## src/tmr_pkg.sv

```systemverilog
// Shared constants, register indices and carrier types for the capture/interval timer.
// Assumes a 32-bit classic Wishbone register bus and a 200 MHz system clock.
package tmr_pkg;

  // Printed register offsets are kept as word indices; byte address = 4 * index.
  localparam int ADDR_W = 18;
  localparam int IDX_W = 16;
  localparam logic [IDX_W-1:0] IDX_MODE = 16'hFFBC;
  localparam logic [IDX_W-1:0] IDX_FALL_CAP = 16'hFFBD;
  localparam logic [IDX_W-1:0] IDX_RISE_CAP = 16'hFFBE;
  localparam logic [IDX_W-1:0] IDX_CTL = 16'hFFC0;

  localparam int DATA_W = 32;
  localparam int CNT_W = 8;
  localparam int FILT_DEPTH = 5;
  localparam logic [CNT_W-1:0] CNT_RST = 8'h00;
  localparam logic [CNT_W-1:0] CNT_MAX = 8'hFF;
  localparam logic [CNT_W-1:0] CNT_ONE = 8'h01;
  localparam logic [DATA_W-1:0] RD_ZERO = 32'h0000_0000;

  // Divider taps: bit n of a free counter is the clock divided by 2^(n+1).
  localparam int DIV_W = 6;
  localparam int DIV64_BIT = 5;
  localparam int DIV32_BIT = 4;
  localparam int DIV2_BIT = 0;
  localparam int WDIV_W = 2;
  localparam logic [DIV_W-1:0] DIV_ONE = 6'h01;
  localparam logic [WDIV_W-1:0] WDIV_ONE = 2'h1;

  localparam logic [1:0] CKS_D64 = 2'h0;
  localparam logic [1:0] CKS_D32 = 2'h1;
  localparam logic [1:0] CKS_D2 = 2'h2;
  localparam logic [1:0] CKS_W4 = 2'h3;

  localparam logic [1:0] CLR_NONE = 2'h0;
  localparam logic [1:0] CLR_FALL = 2'h1;
  localparam logic [1:0] CLR_RISE = 2'h2;
  localparam logic [1:0] CLR_BOTH = 2'h3;

  typedef struct packed {
    logic overflow_at_high_flag;
    logic overflow_at_low_flag;
    logic overflow_irq_enable;
    logic capture_irq_edge_select;
    logic [1:0] counter_clear_select;
    logic [1:0] count_clock_select;
  } timer_mode_reg_t;

  typedef struct packed {
    logic timer_irq_request_flag;
    logic timer_irq_enable;
    logic filter_select;
    logic capture_pin_function_select;
  } ctl_reg_t;

  localparam timer_mode_reg_t MODE_RST = 8'h00;
  localparam ctl_reg_t CTL_RST = 4'h0;

  typedef enum logic [1:0] {PWR_ACTIVE, PWR_WATCH, PWR_SUB} pwr_mode_t;

  typedef struct packed {
    logic rise;
    logic fall;
  } edge_t;

endpackage

```

## src/filtered_capture_interval_timer.sv

```systemverilog
// Top of the 8-bit capture/interval timer with a Wishbone register slave.
// Assumes a classic single-cycle Wishbone master, one 200 MHz clock, and an
// asynchronous capture pin and watch clock that are synchronised here.
// Behaviour
// - Filter shifts pin level through five latches, updates only on full agreement.
// - Filter select 0 samples the filter on every system clock.
// - Filter select 1 samples the pin on rising edges of the count clock.
// - After reset the filter output settles after five low samples.
// - Filtered capture edges lag the pin by five sampling clocks.
// - Pin function select 1 gives capture mode, 0 gives interval mode.
// - Reset clears mode register, counter and both capture registers.
// - After reset the counter runs on the system clock divided by 64.
// - Rising edge stores counter in rising register, falling in falling register.
// - Selected capture edge sets request flag; enable gates the CPU interrupt.
// - Capture mode clears counter on rising, falling, both or no edges.
// - Capture-mode overflow sets high flag if input high, else low flag.
// - Overflow flag with overflow enable sets the request flag.
// - Interval mode counts selected clock; wrap sets the low overflow flag.
// - The counter increments on each falling edge of the selected clock.
// - A clock select write from high to low level counts once.
// - Watch clock divided by 4 is synchronised, allowing one clock of error.
// - In watch mode only the watch clock source runs counter and filter.
// - Subactive runs only with watch source and subclock of watch divided by 2.
// - Spurious edges from select changes are handled like real pin edges.
// - Clock select 00 /64, 01 /32, 10 /2, 11 watch clock /4.
// - Clear select 00 none, 01 falling, 10 rising, 11 both edges.
// - Overflow flags clear by writing 0 after reading 1; writing 1 does nothing.
//
// Implementation choices: the placing of the registers and the Wishbone register port.
`timescale 1ns/1ps
module filtered_capture_interval_timer (
  input wire logic clk_i,
  input wire logic rst_i,
  input wire logic wb_cyc_i,
  input wire logic wb_stb_i,
  input wire logic wb_we_i,
  input wire logic [tmr_pkg::ADDR_W-1:0] wb_adr_i,
  input wire logic [3:0] wb_sel_i,
  input wire logic [tmr_pkg::DATA_W-1:0] wb_dat_i,
  output logic [tmr_pkg::DATA_W-1:0] wb_dat_o,
  output logic wb_ack_o,
  input wire logic capture_pin_i,
  input wire logic watch_clk_i,
  input wire tmr_pkg::pwr_mode_t pwr_mode_i,
  input wire logic subclk_is_watch_div2_i,
  output logic timer_irq_o
);
  import tmr_pkg::*;

  timer_mode_reg_t mode_ff;
  timer_mode_reg_t nxt_mode;
  ctl_reg_t ctl_ff;
  ctl_reg_t nxt_ctl;
  logic [CNT_W-1:0] up_counter_ff;
  logic [CNT_W-1:0] nxt_up_counter;
  logic [CNT_W-1:0] falling_capture_reg_ff;
  logic [CNT_W-1:0] rising_capture_reg_ff;
  logic ack_ff;
  logic [DATA_W-1:0] rdata_ff;
  logic [DATA_W-1:0] rd_mux;
  logic pin_s1_ff;
  logic pin_s2_ff;
  logic cap_level_ff;
  logic armed_hi_ff;
  logic armed_lo_ff;
  logic irq_ff;
  logic count_tick;
  logic sample_tick;
  logic filt_out;
  edge_t cap_edge;

  function automatic logic clear_match(input logic [1:0] clr, input edge_t e);
    return (clr[1] & e.rise) | (clr[0] & e.fall);
  endfunction

  // Bus decode. The write lands on the edge where the master sees ack.
  wire [IDX_W-1:0] reg_idx = wb_adr_i[ADDR_W-1:2];
  wire req = wb_cyc_i & wb_stb_i;
  wire acc = req & ~ack_ff;
  wire wr_fire = req & wb_we_i & ack_ff & wb_sel_i[0];
  wire rd_acc = acc & ~wb_we_i;
  wire hit_mode = reg_idx == IDX_MODE;
  wire hit_fall = reg_idx == IDX_FALL_CAP;
  wire hit_rise = reg_idx == IDX_RISE_CAP;
  wire hit_ctl = reg_idx == IDX_CTL;
  wire wr_mode = wr_fire & hit_mode;
  wire wr_ctl = wr_fire & hit_ctl;
  wire rd_mode = rd_acc & hit_mode;
  wire [7:0] wdat = wb_dat_i[7:0];
  timer_mode_reg_t wr_mode_val;
  ctl_reg_t wr_ctl_val;
  assign wr_mode_val = wdat;
  assign wr_ctl_val = wdat[3:0];

  always_comb
  begin
    if (hit_mode)
      rd_mux = {24'h00_0000, mode_ff};
    else if (hit_fall)
      rd_mux = {24'h00_0000, falling_capture_reg_ff};
    else if (hit_rise)
      rd_mux = {24'h00_0000, rising_capture_reg_ff};
    else if (hit_ctl)
      rd_mux = {28'h000_0000, ctl_ff};
    else
      rd_mux = RD_ZERO;
  end

  // Power mode gating of both counter and filter.
  wire w4_sel = mode_ff.count_clock_select == CKS_W4;
  wire run = (pwr_mode_i == PWR_ACTIVE) ? 1'b1 :
             (pwr_mode_i == PWR_WATCH) ? w4_sel :
             (w4_sel & subclk_is_watch_div2_i);

  count_clock_gen u_clk (
    .clk_i(clk_i),
    .rst_i(rst_i),
    .watch_clk_i(watch_clk_i),
    .cks_i(mode_ff.count_clock_select),
    .count_tick_o(count_tick),
    .sample_tick_o(sample_tick)
  );

  wire filt_sample = run & (ctl_ff.filter_select ? sample_tick : 1'b1);

  glitch_filter u_filt (
    .clk_i(clk_i),
    .rst_i(rst_i),
    .sample_i(filt_sample),
    .din_i(pin_s2_ff),
    .dout_o(filt_out)
  );

  // Changing either select switches this level directly, so a spurious edge
  // is produced and handled exactly as a pin edge would be.
  wire cap_sig = ctl_ff.capture_pin_function_select &
                 (ctl_ff.filter_select ? filt_out : pin_s2_ff);
  assign cap_edge.rise = run & cap_sig & ~cap_level_ff;
  assign cap_edge.fall = run & ~cap_sig & cap_level_ff;

  wire capture_mode = ctl_ff.capture_pin_function_select;
  wire clr_hit = capture_mode & clear_match(mode_ff.counter_clear_select, cap_edge);
  wire inc = run & count_tick;
  wire ovf = inc & (up_counter_ff == CNT_MAX) & ~clr_hit;
  wire ovf_hi_set = ovf & capture_mode & cap_sig;
  wire ovf_lo_set = ovf & ~(capture_mode & cap_sig);
  wire edge_irq = mode_ff.capture_irq_edge_select ? cap_edge.fall : cap_edge.rise;
  wire ovf_irq = mode_ff.overflow_irq_enable & (ovf_hi_set | ovf_lo_set);
  wire irq_set = edge_irq | ovf_irq;

  // Flags: hardware set wins over a software clear in the same cycle.
  wire clr_hi = wr_mode & ~wr_mode_val.overflow_at_high_flag & armed_hi_ff;
  wire clr_lo = wr_mode & ~wr_mode_val.overflow_at_low_flag & armed_lo_ff;
  wire clr_req = wr_ctl & ~wr_ctl_val.timer_irq_request_flag;

  always_comb
  begin
    nxt_mode = mode_ff;
    if (wr_mode)
    begin
      nxt_mode.overflow_irq_enable = wr_mode_val.overflow_irq_enable;
      nxt_mode.capture_irq_edge_select = wr_mode_val.capture_irq_edge_select;
      nxt_mode.counter_clear_select = wr_mode_val.counter_clear_select;
      nxt_mode.count_clock_select = wr_mode_val.count_clock_select;
    end
    nxt_mode.overflow_at_high_flag = ovf_hi_set | (mode_ff.overflow_at_high_flag & ~clr_hi);
    nxt_mode.overflow_at_low_flag = ovf_lo_set | (mode_ff.overflow_at_low_flag & ~clr_lo);
  end

  always_comb
  begin
    nxt_ctl = ctl_ff;
    if (wr_ctl)
    begin
      nxt_ctl.timer_irq_enable = wr_ctl_val.timer_irq_enable;
      nxt_ctl.filter_select = wr_ctl_val.filter_select;
      nxt_ctl.capture_pin_function_select = wr_ctl_val.capture_pin_function_select;
    end
    nxt_ctl.timer_irq_request_flag = irq_set | (ctl_ff.timer_irq_request_flag & ~clr_req);
  end

  always_comb
  begin
    if (clr_hit)
      nxt_up_counter = CNT_RST;
    else if (inc)
      nxt_up_counter = up_counter_ff + CNT_ONE;
    else
      nxt_up_counter = up_counter_ff;
  end

  // Bus slave: ack one cycle after the request, dropped the cycle after.
  always_ff @(posedge clk_i)
  begin
    if (rst_i)
    begin
      ack_ff <= 1'b0;
      rdata_ff <= RD_ZERO;
    end
    else
    begin
      ack_ff <= acc;
      if (rd_acc)
        rdata_ff <= rd_mux;
    end
  end

  always_ff @(posedge clk_i)
  begin
    if (rst_i)
    begin
      mode_ff <= MODE_RST;
      ctl_ff <= CTL_RST;
      up_counter_ff <= CNT_RST;
      falling_capture_reg_ff <= CNT_RST;
      rising_capture_reg_ff <= CNT_RST;
    end
    else
    begin
      mode_ff <= nxt_mode;
      ctl_ff <= nxt_ctl;
      up_counter_ff <= nxt_up_counter;
      if (cap_edge.rise)
        rising_capture_reg_ff <= up_counter_ff;
      if (cap_edge.fall)
        falling_capture_reg_ff <= up_counter_ff;
    end
  end

  // A flag is armed for clearing only once software has read it as set.
  always_ff @(posedge clk_i)
  begin
    if (rst_i)
    begin
      armed_hi_ff <= 1'b0;
      armed_lo_ff <= 1'b0;
    end
    else
    begin
      armed_hi_ff <= nxt_mode.overflow_at_high_flag &
                     (armed_hi_ff | (rd_mode & mode_ff.overflow_at_high_flag));
      armed_lo_ff <= nxt_mode.overflow_at_low_flag &
                     (armed_lo_ff | (rd_mode & mode_ff.overflow_at_low_flag));
    end
  end

  // Pin synchroniser and capture level history; the level holds while stopped
  // so no edge is seen or lost across a halt.
  always_ff @(posedge clk_i)
  begin
    if (rst_i)
    begin
      pin_s1_ff <= 1'b0;
      pin_s2_ff <= 1'b0;
      cap_level_ff <= 1'b0;
      irq_ff <= 1'b0;
    end
    else
    begin
      pin_s1_ff <= capture_pin_i;
      pin_s2_ff <= pin_s1_ff;
      if (run)
        cap_level_ff <= cap_sig;
      irq_ff <= ctl_ff.timer_irq_request_flag & ctl_ff.timer_irq_enable;
    end
  end

  assign wb_ack_o = ack_ff;
  assign wb_dat_o = rdata_ff;
  assign timer_irq_o = irq_ff;

  property p_reset_clear;
    @(posedge clk_i) disable iff (rst_i)
      $fell(rst_i) |-> (up_counter_ff == CNT_RST) && (mode_ff == MODE_RST)
        && (rising_capture_reg_ff == CNT_RST) && (falling_capture_reg_ff == CNT_RST);
  endproperty
  a_reset_clear: assert property (p_reset_clear)
    else $error("Registers were not cleared by reset.");

  property p_rise_capture;
    @(posedge clk_i) disable iff (rst_i)
      cap_edge.rise |=> rising_capture_reg_ff == $past(up_counter_ff);
  endproperty
  a_rise_capture: assert property (p_rise_capture)
    else $error("Rising capture register missed the counter value.");

  property p_fall_capture;
    @(posedge clk_i) disable iff (rst_i)
      cap_edge.fall |=> falling_capture_reg_ff == $past(up_counter_ff);
  endproperty
  a_fall_capture: assert property (p_fall_capture)
    else $error("Falling capture register missed the counter value.");

  property p_clear_edge;
    @(posedge clk_i) disable iff (rst_i)
      (capture_mode && ((mode_ff.counter_clear_select == CLR_BOTH && (cap_edge.rise || cap_edge.fall))
        || (mode_ff.counter_clear_select == CLR_RISE && cap_edge.rise)))
        |=> up_counter_ff == CNT_RST;
  endproperty
  a_clear_edge: assert property (p_clear_edge)
    else $error("Counter was not cleared on the selected edge.");

  property p_ovf_high;
    @(posedge clk_i) disable iff (rst_i)
      (inc && up_counter_ff == CNT_MAX && !clr_hit && capture_mode && cap_sig)
        |=> mode_ff.overflow_at_high_flag && up_counter_ff == CNT_RST;
  endproperty
  a_ovf_high: assert property (p_ovf_high)
    else $error("High-level overflow flag was not set.");

  property p_ovf_interval;
    @(posedge clk_i) disable iff (rst_i)
      (inc && up_counter_ff == CNT_MAX && !capture_mode) |=> mode_ff.overflow_at_low_flag;
  endproperty
  a_ovf_interval: assert property (p_ovf_interval)
    else $error("Interval overflow did not set the low-level flag.");

  property p_halt;
    @(posedge clk_i) disable iff (rst_i)
      (!run && $stable(up_counter_ff)) ##0 !run |=> up_counter_ff == $past(up_counter_ff);
  endproperty
  a_halt: assert property (p_halt)
    else $error("Counter moved while the timer was halted.");

  property p_irq_out;
    @(posedge clk_i) disable iff (rst_i)
      edge_irq ##1 ctl_ff.timer_irq_enable |=> timer_irq_o;
  endproperty
  a_irq_out: assert property (p_irq_out)
    else $error("Capture edge did not raise the interrupt output.");

  property p_flag_hold;
    @(posedge clk_i) disable iff (rst_i)
      (mode_ff.overflow_at_low_flag && !armed_lo_ff) |=> mode_ff.overflow_at_low_flag;
  endproperty
  a_flag_hold: assert property (p_flag_hold)
    else $error("Low overflow flag cleared without a prior read.");

endmodule

```

## src/glitch_filter.sv

```systemverilog
// Five-stage majority-free match filter for the capture input.
// Assumes din_i is already synchronised to clk_i and sample_i is a one-cycle enable.
`timescale 1ns/1ps
module glitch_filter #(
  parameter int DEPTH = tmr_pkg::FILT_DEPTH
) (
  input wire logic clk_i,
  input wire logic rst_i,
  input wire logic sample_i,
  input wire logic din_i,
  output logic dout_o
);
  import tmr_pkg::*;

  logic [DEPTH-1:0] chain_ff;
  logic out_ff;

  wire all_hi = &chain_ff;
  wire all_lo = ~|chain_ff;

  // The chain starts all high so the output only settles after five low samples.
  always_ff @(posedge clk_i)
  begin
    if (rst_i)
    begin
      chain_ff <= '1;
      out_ff <= 1'b0;
    end
    else
    begin
      if (sample_i)
        chain_ff <= {chain_ff[DEPTH-2:0], din_i};
      if (all_hi)
        out_ff <= 1'b1;
      else if (all_lo)
        out_ff <= 1'b0;
    end
  end

  assign dout_o = out_ff;

  property p_filter_agree;
    @(posedge clk_i) disable iff (rst_i)
      (out_ff != $past(out_ff)) |-> ($past(all_hi) || $past(all_lo));
  endproperty
  a_filter_agree: assert property (p_filter_agree)
    else $error("Filter output changed while the latches disagreed.");

endmodule

```

## src/count_clock_gen.sv

```systemverilog
// Count clock source: system clock dividers and a synchronised watch clock divided by 4.
// Assumes watch_clk_i is a free-running level from an unrelated oscillator.
`timescale 1ns/1ps
module count_clock_gen (
  input wire logic clk_i,
  input wire logic rst_i,
  input wire logic watch_clk_i,
  input wire logic [1:0] cks_i,
  output logic count_tick_o,
  output logic sample_tick_o
);
  import tmr_pkg::*;

  logic [DIV_W-1:0] div_ff;
  logic wsync1_ff;
  logic wsync2_ff;
  logic wprev_ff;
  logic [WDIV_W-1:0] wdiv_ff;
  logic sel_prev_ff;

  function automatic logic pick_level(input logic [1:0] cks, input logic [DIV_W-1:0] div,
                                      input logic wlev);
    if (cks == CKS_D64)
      return div[DIV64_BIT];
    else if (cks == CKS_D32)
      return div[DIV32_BIT];
    else if (cks == CKS_D2)
      return div[DIV2_BIT];
    else
      return wlev;
  endfunction

  wire watch_rise = wsync2_ff & ~wprev_ff;
  wire sel_level = pick_level(cks_i, div_ff, wdiv_ff[WDIV_W-1]);

  // Watch clock is asynchronous, so it is resynchronised; this costs up to one
  // system clock of jitter on each count period.
  always_ff @(posedge clk_i)
  begin
    if (rst_i)
    begin
      div_ff <= '0;
      wsync1_ff <= 1'b0;
      wsync2_ff <= 1'b0;
      wprev_ff <= 1'b0;
      wdiv_ff <= '0;
      sel_prev_ff <= 1'b0;
    end
    else
    begin
      div_ff <= div_ff + DIV_ONE;
      wsync1_ff <= watch_clk_i;
      wsync2_ff <= wsync1_ff;
      wprev_ff <= wsync2_ff;
      if (watch_rise)
        wdiv_ff <= wdiv_ff + WDIV_ONE;
      sel_prev_ff <= sel_level;
    end
  end

  // A select write that drops the level is seen as a falling edge and counts once.
  assign count_tick_o = sel_prev_ff & ~sel_level;
  assign sample_tick_o = ~sel_prev_ff & sel_level;

  property p_tick_spacing;
    @(posedge clk_i) disable iff (rst_i)
      count_tick_o |=> !count_tick_o;
  endproperty
  a_tick_spacing: assert property (p_tick_spacing)
    else $error("Count ticks arrived in two consecutive cycles.");

endmodule

```

## config.mk

```make
export PLATFORM = sky130hd
export DESIGN_NAME = filtered_capture_interval_timer
export DESIGN_NICKNAME = d
export VERILOG_FILES = /design/src/tmr_pkg.sv /design/src/filtered_capture_interval_timer.sv /design/src/glitch_filter.sv /design/src/count_clock_gen.sv
export SDC_FILE = /design/constraint.sdc
export NUM_CORES = 1
export LEC_CHECK = 0
export BUFFER_PORTS_ARGS = -buffer_cell sky130_fd_sc_hd__clkbuf_2
export CORE_MARGIN = 2
export CORE_UTILIZATION = 29
export DETAILED_ROUTE_END_ITERATION = 16
export HOLD_SLACK_MARGIN = 0.1
export PLACE_DENSITY_LB_ADDON = 0.3
export SKIP_LAST_GASP = 1
export SLEW_MARGIN = 30
export SYNTH_ARGS = -nofsm -noshare
export SYNTH_HDL_FRONTEND = slang
export SYNTH_HIERARCHICAL = 1
export SYNTH_SLANG_ARGS = --single-unit
```

## constraint.sdc

```tcl
create_clock -name clk_i -period 6.2 [get_ports clk_i]
set_clock_uncertainty 0.1 [all_clocks]
set_input_delay 0.31 -clock clk_i [delete_from_list [all_inputs] [get_ports clk_i]]
set_output_delay 0.31 -clock clk_i [all_outputs]
set_load 0.02 [all_outputs]
```

# --- Word level (Yosys, flattened, before mapping) ---
# Cells that the tools add are included.
totals:
  reg_bits: 93
  inputBits: 64
  out_inout_bits: 34
  elab_cells: 127
op_classes:
  n_addsub: 3
  n_eq_ne: 10
  mux: 14
  bitwise_logic: 66
  n_reduce_logical: 5
op_table:
  columns: ["op", "n"]
  rows:
  - ["16-bit equality test, second input constant", 4]
  - ["1-bit bitwise AND", 43]
  - ["8-bit two-way mux", 3]
  - ["1-bit NOT", 15]
  - ["1-bit two-way mux", 10]
  - ["8-bit by 1-bit adder with 8-bit output, second input constant", 1]
  - ["8-bit equality test, second input constant", 1]
  - ["1-bit bitwise OR", 8]
  - ["6-bit by 1-bit adder with 6-bit output, second input constant", 1]
  - ["5-bit AND reduction", 1]
  - ["5-bit OR reduction", 1]
  - ["2-bit by 1-bit equality test with 1-bit output, second input constant", 2]
  - ["2-bit equality test, second input constant", 2]
  - ["2-bit logical NOT", 2]
  - ["4-bit two-way mux", 1]
  - ["2-bit by 1-bit adder with 2-bit output, second input constant", 1]
  - ["2-bit by 1-bit != test with 1-bit output, second input constant", 1]
  - ["2-bit OR reduction", 1]

# --- Longest topological paths before layout ---
# Gate-level depths: netlist (run 1).
logic_depth:
  ltp_word: 17
  ltp_mapped: 7
  ltp_nobuf: 6

# --- Hierarchy ---
# The synthesis (run 1) kept the hierarchy.
modules_own_cells:
  columns: ["module", "n_inst", "cells_each", "area_each_um2", "seq_area_each_um2"]
  rows:
  - ["filtered_capture_interval_timer", 1, 288, 2522.4, 1021.0]
  - ["count_clock_gen", 1, 42, 455.4, 240.2]
  - ["glitch_filter", 1, 22, 231.5, 120.1]

# --- Worst setup path after synthesis (run 1) ---
# Ideal clock, no wire load.
synth_timing:
  kind: "register to register"
  startpoint: "reg mode_ff[0] (netlist bit)"
  endpoint: "reg armed_hi_ff"
  setup_ns: 0.070
  t_arrival_ns: 2.100
  required_ns: 6.030
  slack_ns: 3.930
  stages_incl_launch_ff: 7
  n_path_buf: 0
  synth_period_minus_slack_ns: 2.270
  path_cell_list: "dfxtp_1 mux4_2 nor2b_1 nand4_1 nor3_1 or3b_2 a21oi_1"
synth_between:
  elab_cells_between_ends: 28
  classes_between: "eq/ne: 3; mux: 5; bitwise: 19; reduce/logical: 1"
synth_lines:
  columns: ["item", "line_no", "source"]
  rows:
  - ["from (decl)", "filtered_capture_interval_timer.sv:50", "timer_mode_reg_t mode_ff;"]
  - ["from (signal assigned)", "filtered_capture_interval_timer.sv:220", "mode_ff <= nxt_mode;"]
  - ["2-bit equality test", "count_clock_gen.sv:27", "else if (cks == CKS_D2)"]
  - ["1-bit two-way mux", "count_clock_gen.sv:27", null]
  - ["1-bit two-way mux", "count_clock_gen.sv:25", "else if (cks == CKS_D32)"]
  - ["1-bit two-way mux (*)", "count_clock_gen.sv:23", "if (cks == CKS_D64)"]
  - ["1-bit NOT (*)", "count_clock_gen.sv:62", "assign count_tick_o = sel_prev_ff & ~sel_level;"]
  - ["1-bit bitwise AND (*)", "count_clock_gen.sv:62", null]
  - ["named net count_tick", "filtered_capture_interval_timer.sv:67", "logic count_tick;"]
  - ["1-bit bitwise AND (*)", "filtered_capture_interval_timer.sv:143", "wire inc = run & count_tick;"]
  - ["1-bit bitwise AND (*) (2 in a row)", "filtered_capture_interval_timer.sv:144", "wire ovf = inc & (up_counter_ff == CNT_MAX) & ~clr_hit;"]
  - ["1-bit bitwise AND (*) (2 in a row)", "filtered_capture_interval_timer.sv:145", "wire ovf_hi_set = ovf & capture_mode & cap_sig;"]
  - ["1-bit bitwise OR (*)", "filtered_capture_interval_timer.sv:166", "nxt_mode.overflow_at_high_flag = ovf_hi_set | (mode_ff.overflow_at_high_flag & ~clr_hi);"]
  - ["1-bit bitwise AND (*)", "filtered_capture_interval_timer.sv:240", "armed_hi_ff <= nxt_mode.overflow_at_high_flag &"]
  - ["to (signal assigned)", "filtered_capture_interval_timer.sv:240", null]
  - ["to (decl)", "filtered_capture_interval_timer.sv:64", "logic armed_hi_ff;"]
# Mark *: on every way through the listed nets, which the timed path passes. The rest lies on a longest branch.
# A chain may end at the register's enable or synchronous reset.

# --- Worst setup path in the final report (run 1) ---
# Ends and elaborated chain as after synthesis.

==> results of run 1 <==
## critical path, stage by stage (launching register included)
cell and delay (ns):
dfxtp_1 0.43, mux4_2 0.56, nor2b_1 0.30, nand4_1 0.13, nor3_1 0.48, or3b_2 0.53
a21oi_1 0.15
## path summary, 6_finish.rpt
path / start / to / slack (ns) / depth (start not counted)
setup / recovery: mode_ff[0] / armed_hi_ff / 3.47 / 6
hold / removal: wb_dat_i[4] / mode_ff[4] / 0.12 / 3
setup reg to reg: mode_ff[0] / armed_hi_ff / 3.47 / 6
hold reg to reg: pin_s1_ff / pin_s2_ff / 0.33 / 1
## through the flow
step / util [%] / std cells / cell area, um^2
final: 33.93 / 539 / 3679
after global routing: 33.93 / 539 / 3679
after CTS: 33.89 / 539 / 3674
after detailed placement: 31.93 / 521 / 3461
after global placement: 31.88 / 521 / 3456
after floorplan: - / 375 / 3296
## cells in the final DEF, fill, tap and decap left out, types with 10 or more instances in the layout
cell	synthesis	routed
dfxtp_1	69	69
clkbuf_2	0	44
nand2_1	17	17
nand3_1	15	15
nor2_1	41	41
and2_1	10	10
a21oi_1	20	20
clkbuf_8	0	10
conb_1	1	24
mux2i_1	31	31
## state kept, by name, summed over array words and instances, names as in the netlist, 2 cells and up
register	cells
u_clk/wdiv_ff	2
wb_dat_o	8
falling_capture_reg_ff	8
mode_ff	8
up_counter_ff	8
u_clk/div_ff	6
ctl_ff	3
rising_capture_reg_ff	8
u_filt/chain_ff	5
## routing by layer
metal / track usage, % / wire (um) / vias to the layer above
met5: 0 / 0 / -
met4: 5.335 / 158 / 0
met3: 3.228 / 327 / 13
met2: 20.67 / 3267 / 65
met1: 16.78 / 3429 / 1177
li1: - / - / 1273
## cell usage after synthesis, types with 3 or more instances
library cell,number
a211oi_1,3
a21oi_1,20
a22oi_1,5
a31oi_1,8
and2_1,10
buf_4,25
clkbuf_1,12
dfxtp_1,69
inv_1,7
mux2i_1,31
nand2_1,17
nand2b_1,7
nand3_1,15
nand4_1,4
nor2_1,41
nor2b_1,8
nor3_1,5
nor4_1,3
o21ai_0,4
o21bai_1,3
o22ai_1,4
o32ai_1,4
or3_1,7
xnor2_1,3
xor2_1,6
## cell type report
| class | count | area [um^2] | area share [%] |
|---|---|---|---|
| sequential | 69 | 1381 | 37.55 |
| timing repair buffer | 47 | 247.7 | 6.735 |
| multi-input combinational | 260 | 1655 | 45.00 |
| clock buffer | 12 | 145.1 | 3.946 |
| inverter | 7 | 26.28 | 0.7143 |
| tap | 140 | 175.2 | 4.762 |
| clock inverter | 4 | 47.55 | 1.293 |
## power by group
group	total [mW]	internal [mW]	switching (mW)
Combinational	0.0544	0.0183	0.0361
Clock	0.357	0.196	0.161
Sequential	0.453	0.449	0.00393
## kinds of logic after synthesis
family | Yosys count | synth area share (%)
XOR/XNOR | 9 | 2.456
AO/OA/AOI/OAI | 59 | 12.16
multiplexers | 32 | 10.37
flip-flops | 69 | 43.04
adder cells (fa/ha/maj) | 2 | 0.7796
AND/OR/NAND/NOR | 134 | 22.69
other | 1 | 0.1168
buffers and inverters | 46 | 8.382
==> flow_metrics.py, run 1 <==
metrics = {
    "timing": {
        "max_freq_mhz": 366.4,
        "rsz0062_at_grt": "no",
        "min_period_over_period_pct": 44.02,
        "fin_hold_ws_ns": 0.1158,
        "hold_viol": 0,
        "maxSlewHeadroom_pct": 40.45,
        "finalSetupTns_ns": 0,
        "setup_viol": 0,
        "final_max_slew_viol_count": 0,
        "worst_pin_slew_ns": 0.8859,
        "setup_ws_ns": 3.471,
        "finalCriticalPeriod_ns": 2.729,
    },
    "final_layout": {
        "drive_above_1_share_pct": 18.30,
        "fill_cells": 1145,
        "antenna-diode-count": 0,
        "area_growth_pct": 14.62,
        "nNetsFinal": 460,
    },
    "route": {
        "drt-pass1-iter-count": 4,
        "vias_per_cell": 4.690,
        "wl_per_cell_um": 13.33,
        "drt_wl_total_um": 7183,
        "ant_nets": 0,
        "detailroute.via_count": 2528,
        "drtIter0Drc": 52,
        "drc_errors": 0,
    },
    "placement": {
        "gp_congestion": 0.8341,
        "hpwlAfterDp_um": 5355,
        "dp_slack_ns": 3.477,
        "portBuffers": 44,
    },
    "setup_path": {
        "required_ns": 6.37,
        "path_max_fanout": 5,
        "crit_arrival_ns": 2.90,
        "critPathKind": "flip-flop to flip-flop",
        "crit_path_end_kind": "flip-flop",
        "critPathLaunchType": "flip-flop",
    },
    "yosys": {
        "synth_top_area_share_pct": 43.04,
        "ys_ff_latch": 69,
        "syn_avg_cell_area_um2": 9.117,
        "synth_edf_count": 0,
        "ys_types": 47,
        "yosysWarningCount": 6,
        "ys_async_sr_fraction_pct": 0,
        "ys.flop_type": "dfxtp_1",
        "syn-cell-area_um2": 3209,
        "ys_top_cells_by_area": "dfxtp_1 43%, mux2i_1 9.7%, buf_4 5.8%",
        "yosysSeqAreaShare_pct": 43.04,
        "synth.largest_area_cell": "dfxtp_1",
        "synthesis.instances": 352,
    },
    "power": {
        "cellPowerDensity_nw_per_um2": 235.0,
        "power_mw": 0.8643,
        "ir_worst_vdd_mv": 0.1386,
        "p_leak_nw": 1.469,
    },
    "grt": {
        "grt_pass1_wl_um": 12050,
        "track_usage_pct": 12.99,
        "antenna_found_initial": 0,
        "grt_max_degree": 60,
        "grt_pass1_vias": 2437,
        "gr-total-overflow": 0,
    },
    "cts": {
        "cts_buffers": 9,
        "clk_pin_slew_ns": 0.08,
        "cts_resized": 0,
        "htreeDepth": 3,
        "cts-root-buf": "clkbuf_8",
        "cts_hold_buf": 2,
        "clock_latency_ns": 0.33,
        "cts_tree": "done",
        "post_cts_buffers": 0,
        "cts_buffer_depth": 2,
        "cts_sinks": 69,
    },
    "worst_hold_path": {
        "hp-class": "primary input to flip-flop",
    },
    "die": {
        "die_area_um2": 11920,
        "ios": 98,
        "start_util_pct": 29.61,
        "die_height_um": 109.2,
        "die_w_um": 109.2,
        "coreArea_um2": 10840,
        "rows": 38,
    },
    "status": {
        "status": "completed",
    },
    "flow_run": {
        "maxCapViolations": 0,
    },
}
Note: power is estimated with default switching activity, not from simulation.
==> inputs of run 2 (changes only) <==
==> constraint.sdc (replaced) <==
create_clock -name clk_i -period 2.37 [get_ports clk_i]
set_clock_uncertainty 0.1 [all_clocks]
set_input_delay 0.1185 -clock clk_i [delete_from_list [all_inputs] [get_ports clk_i]]
set_output_delay 0.1185 -clock clk_i [all_outputs]
set_load 0.02 [all_outputs]
==> flow_metrics.py, run 2 (synthesis gave the netlist of run 1 again) <==
metrics = {
    "status": {
        "status": "completed",
    },
    "timing": {
        "maxSlewHeadroom_pct": 57.57,
        "rsz0062_at_grt": "no",
        "hold_viol": 0,
        "final_max_slew_viol_count": 0,
        "finalSetupTns_ns": 0,
        "setup_viol": 0,
        "worst_pin_slew_ns": 0.6277,
        "finalCriticalPeriod_ns": 2.218,
        "min_period_over_period_pct": 93.59,
        "max_freq_mhz": 450.9,
    },
    "final_layout": {
        "nNetsFinal": 486,
        "drive_above_1_share_pct": 20.94,
        "layout_common_cells": "69 x dfxtp_1, 44 x clkbuf_2, 41 x nor2_1, 31 x mux2i_1, 24 x conb_1",
        "area_growth_pct": 22.38,
        "antenna-diode-count": 0,
        "instances_no_fill": 565,
        "postLayoutCellArea_um2": 3928,
        "final_common_cell": "dfxtp_1",
    },
    "cts": {
        "cts_buffers": 9,
        "post_cts_buffers": 0,
        "clk_pin_slew_ns": 0.07,
        "htreeDepth": 3,
        "cts_buffer_depth": 2,
        "cts_sinks": 69,
        "cts_tree": "done",
        "clock_latency_ns": 0.35,
        "cts-root-buf": "clkbuf_8",
    },
    "grt": {
        "antenna_found_initial": 0,
        "track_usage_pct": 13.73,
        "grt_pass1_wl_um": 12360,
        "gr-total-overflow": 0,
        "grt_max_degree": 37,
        "grt_pass1_vias": 2523,
    },
    "worst_hold_path": {
        "hp-class": "primary input to flip-flop",
    },
    "flow_run": {
        "maxCapViolations": 0,
    },
    "route": {
        "drc_errors": 0,
        "detailroute.via_count": 2628,
        "wl_met2_um": 3426,
        "wl_met3_um": 443,
        "drt_wl_total_um": 7542,
        "top_layer": "met4",
        "wl_met1_um": 3543,
        "ant_nets": 0,
        "wl_per_cell_um": 13.35,
        "drt-pass1-iter-count": 4,
        "vias_per_cell": 4.651,
        "drtIter0Drc": 117,
    },
    "setup_path": {
        "critPathLaunchType": "flip-flop",
        "crit_buf_inv": 0,
        "crit_arrival_ns": 2.40,
        "crit_path_end_kind": "flip-flop",
        "path_max_fanout": 3,
        "cpLargestDelayFamily": "simple AND/OR/NAND/NOR gates",
        "crit_chain": "mux4_2 -> nor2b_1 -> nand4_1 -> nor3_2 -> or3b_2 -> a21oi_1",
        "required_ns": 2.55,
        "critPathKind": "flip-flop to flip-flop",
        "crit_slowest_cell": "mux4_2",
        "crit_path_max_incr_delay_ns": 0.54,
    },
    "die": {
        "die_area_um2": 11920,
        "die_height_um": 109.2,
        "coreArea_um2": 10840,
        "rows": 38,
        "ios": 98,
        "start_util_pct": 29.61,
        "die_w_um": 109.2,
    },
    "power": {
        "ir_worst_vdd_mv": 0.2331,
        "p_leak_nw": 1.605,
        "power_mw": 2.426,
        "cellPowerDensity_nw_per_um2": 617.6,
    },
    "placement": {
        "dpl.cell_count": 536,
        "portBuffers": 44,
        "gp_congestion": 0.7909,
        "hpwlAfterDp_um": 5580,
        "placed_area_um2": 3568,
    },
}
-- run 2: final cells by class --
class	instances	area [um^2]
fill	1090	6913
inverter	7	26.28
clock inverter	6	86.33
clock buffer	10	137.6
tap	140	175.2
timing repair buffer	73	470.5
sequential	69	1381
multi-input combinational	260	1650
-- run 2: stage by stage --
step	hold WS [ns]	worst slack [ns]	util, %
2_1_floorplan	0.08278	0.1003	-
3_3_place_gp	0.2317	0.1028	32.92
3_5_place_dp	0.2452	0.09095	32.92
4_1_cts	0.1327	0.05763	36.18
5_1_grt	0.1536	0.05225	36.23
6_report	0.1455	0.1520	36.23
-- run 2: final timing paths --
| path | startpoint | end | slack (ns) | cells after the start |
|---|---|---|---|---|
| min | wb_dat_i[6] | mode_ff[6] | 0.15 | 4 |
| min reg2reg | u_clk/wsync1_ff | u_clk/wsync2_ff | 0.34 | 1 |
| max reg2reg | mode_ff[0] | armed_hi_ff | 0.15 | 6 |
| max | mode_ff[0] | armed_hi_ff | 0.15 | 6 |
-- run 2: worst register-to-register path, stage by stage, from the launching register on --
cell and delay (ns):
dfxtp_1 0.36, mux4_2 0.54, nor2b_1 0.20, nand4_1 0.13, nor3_2 0.19, or3b_2 0.49
a21oi_1 0.15
-- run 2: power breakdown --
group | switching [mW] | internal [mW]
Clock | 0.458 | 0.619
Combinational | 0.0998 | 0.0655
Sequential | 0.0100 | 1.17
-- run 2: routing by layer --
layer | vias up | global-route usage, %
li1 | 1334 | -
met3 | 11 | 3.407
met4 | 0 | 6.691
met1 | 1202 | 17.95
met5 | - | 0
met2 | 81 | 21.07
-- run 2: repair_timing --
item                                    4_1_cts  5_1_grt
endpoints found under the setup margin        0        1
hold buffers                                 13        0
resized for setup                             0        1
endpoints found under the hold margin        18        0
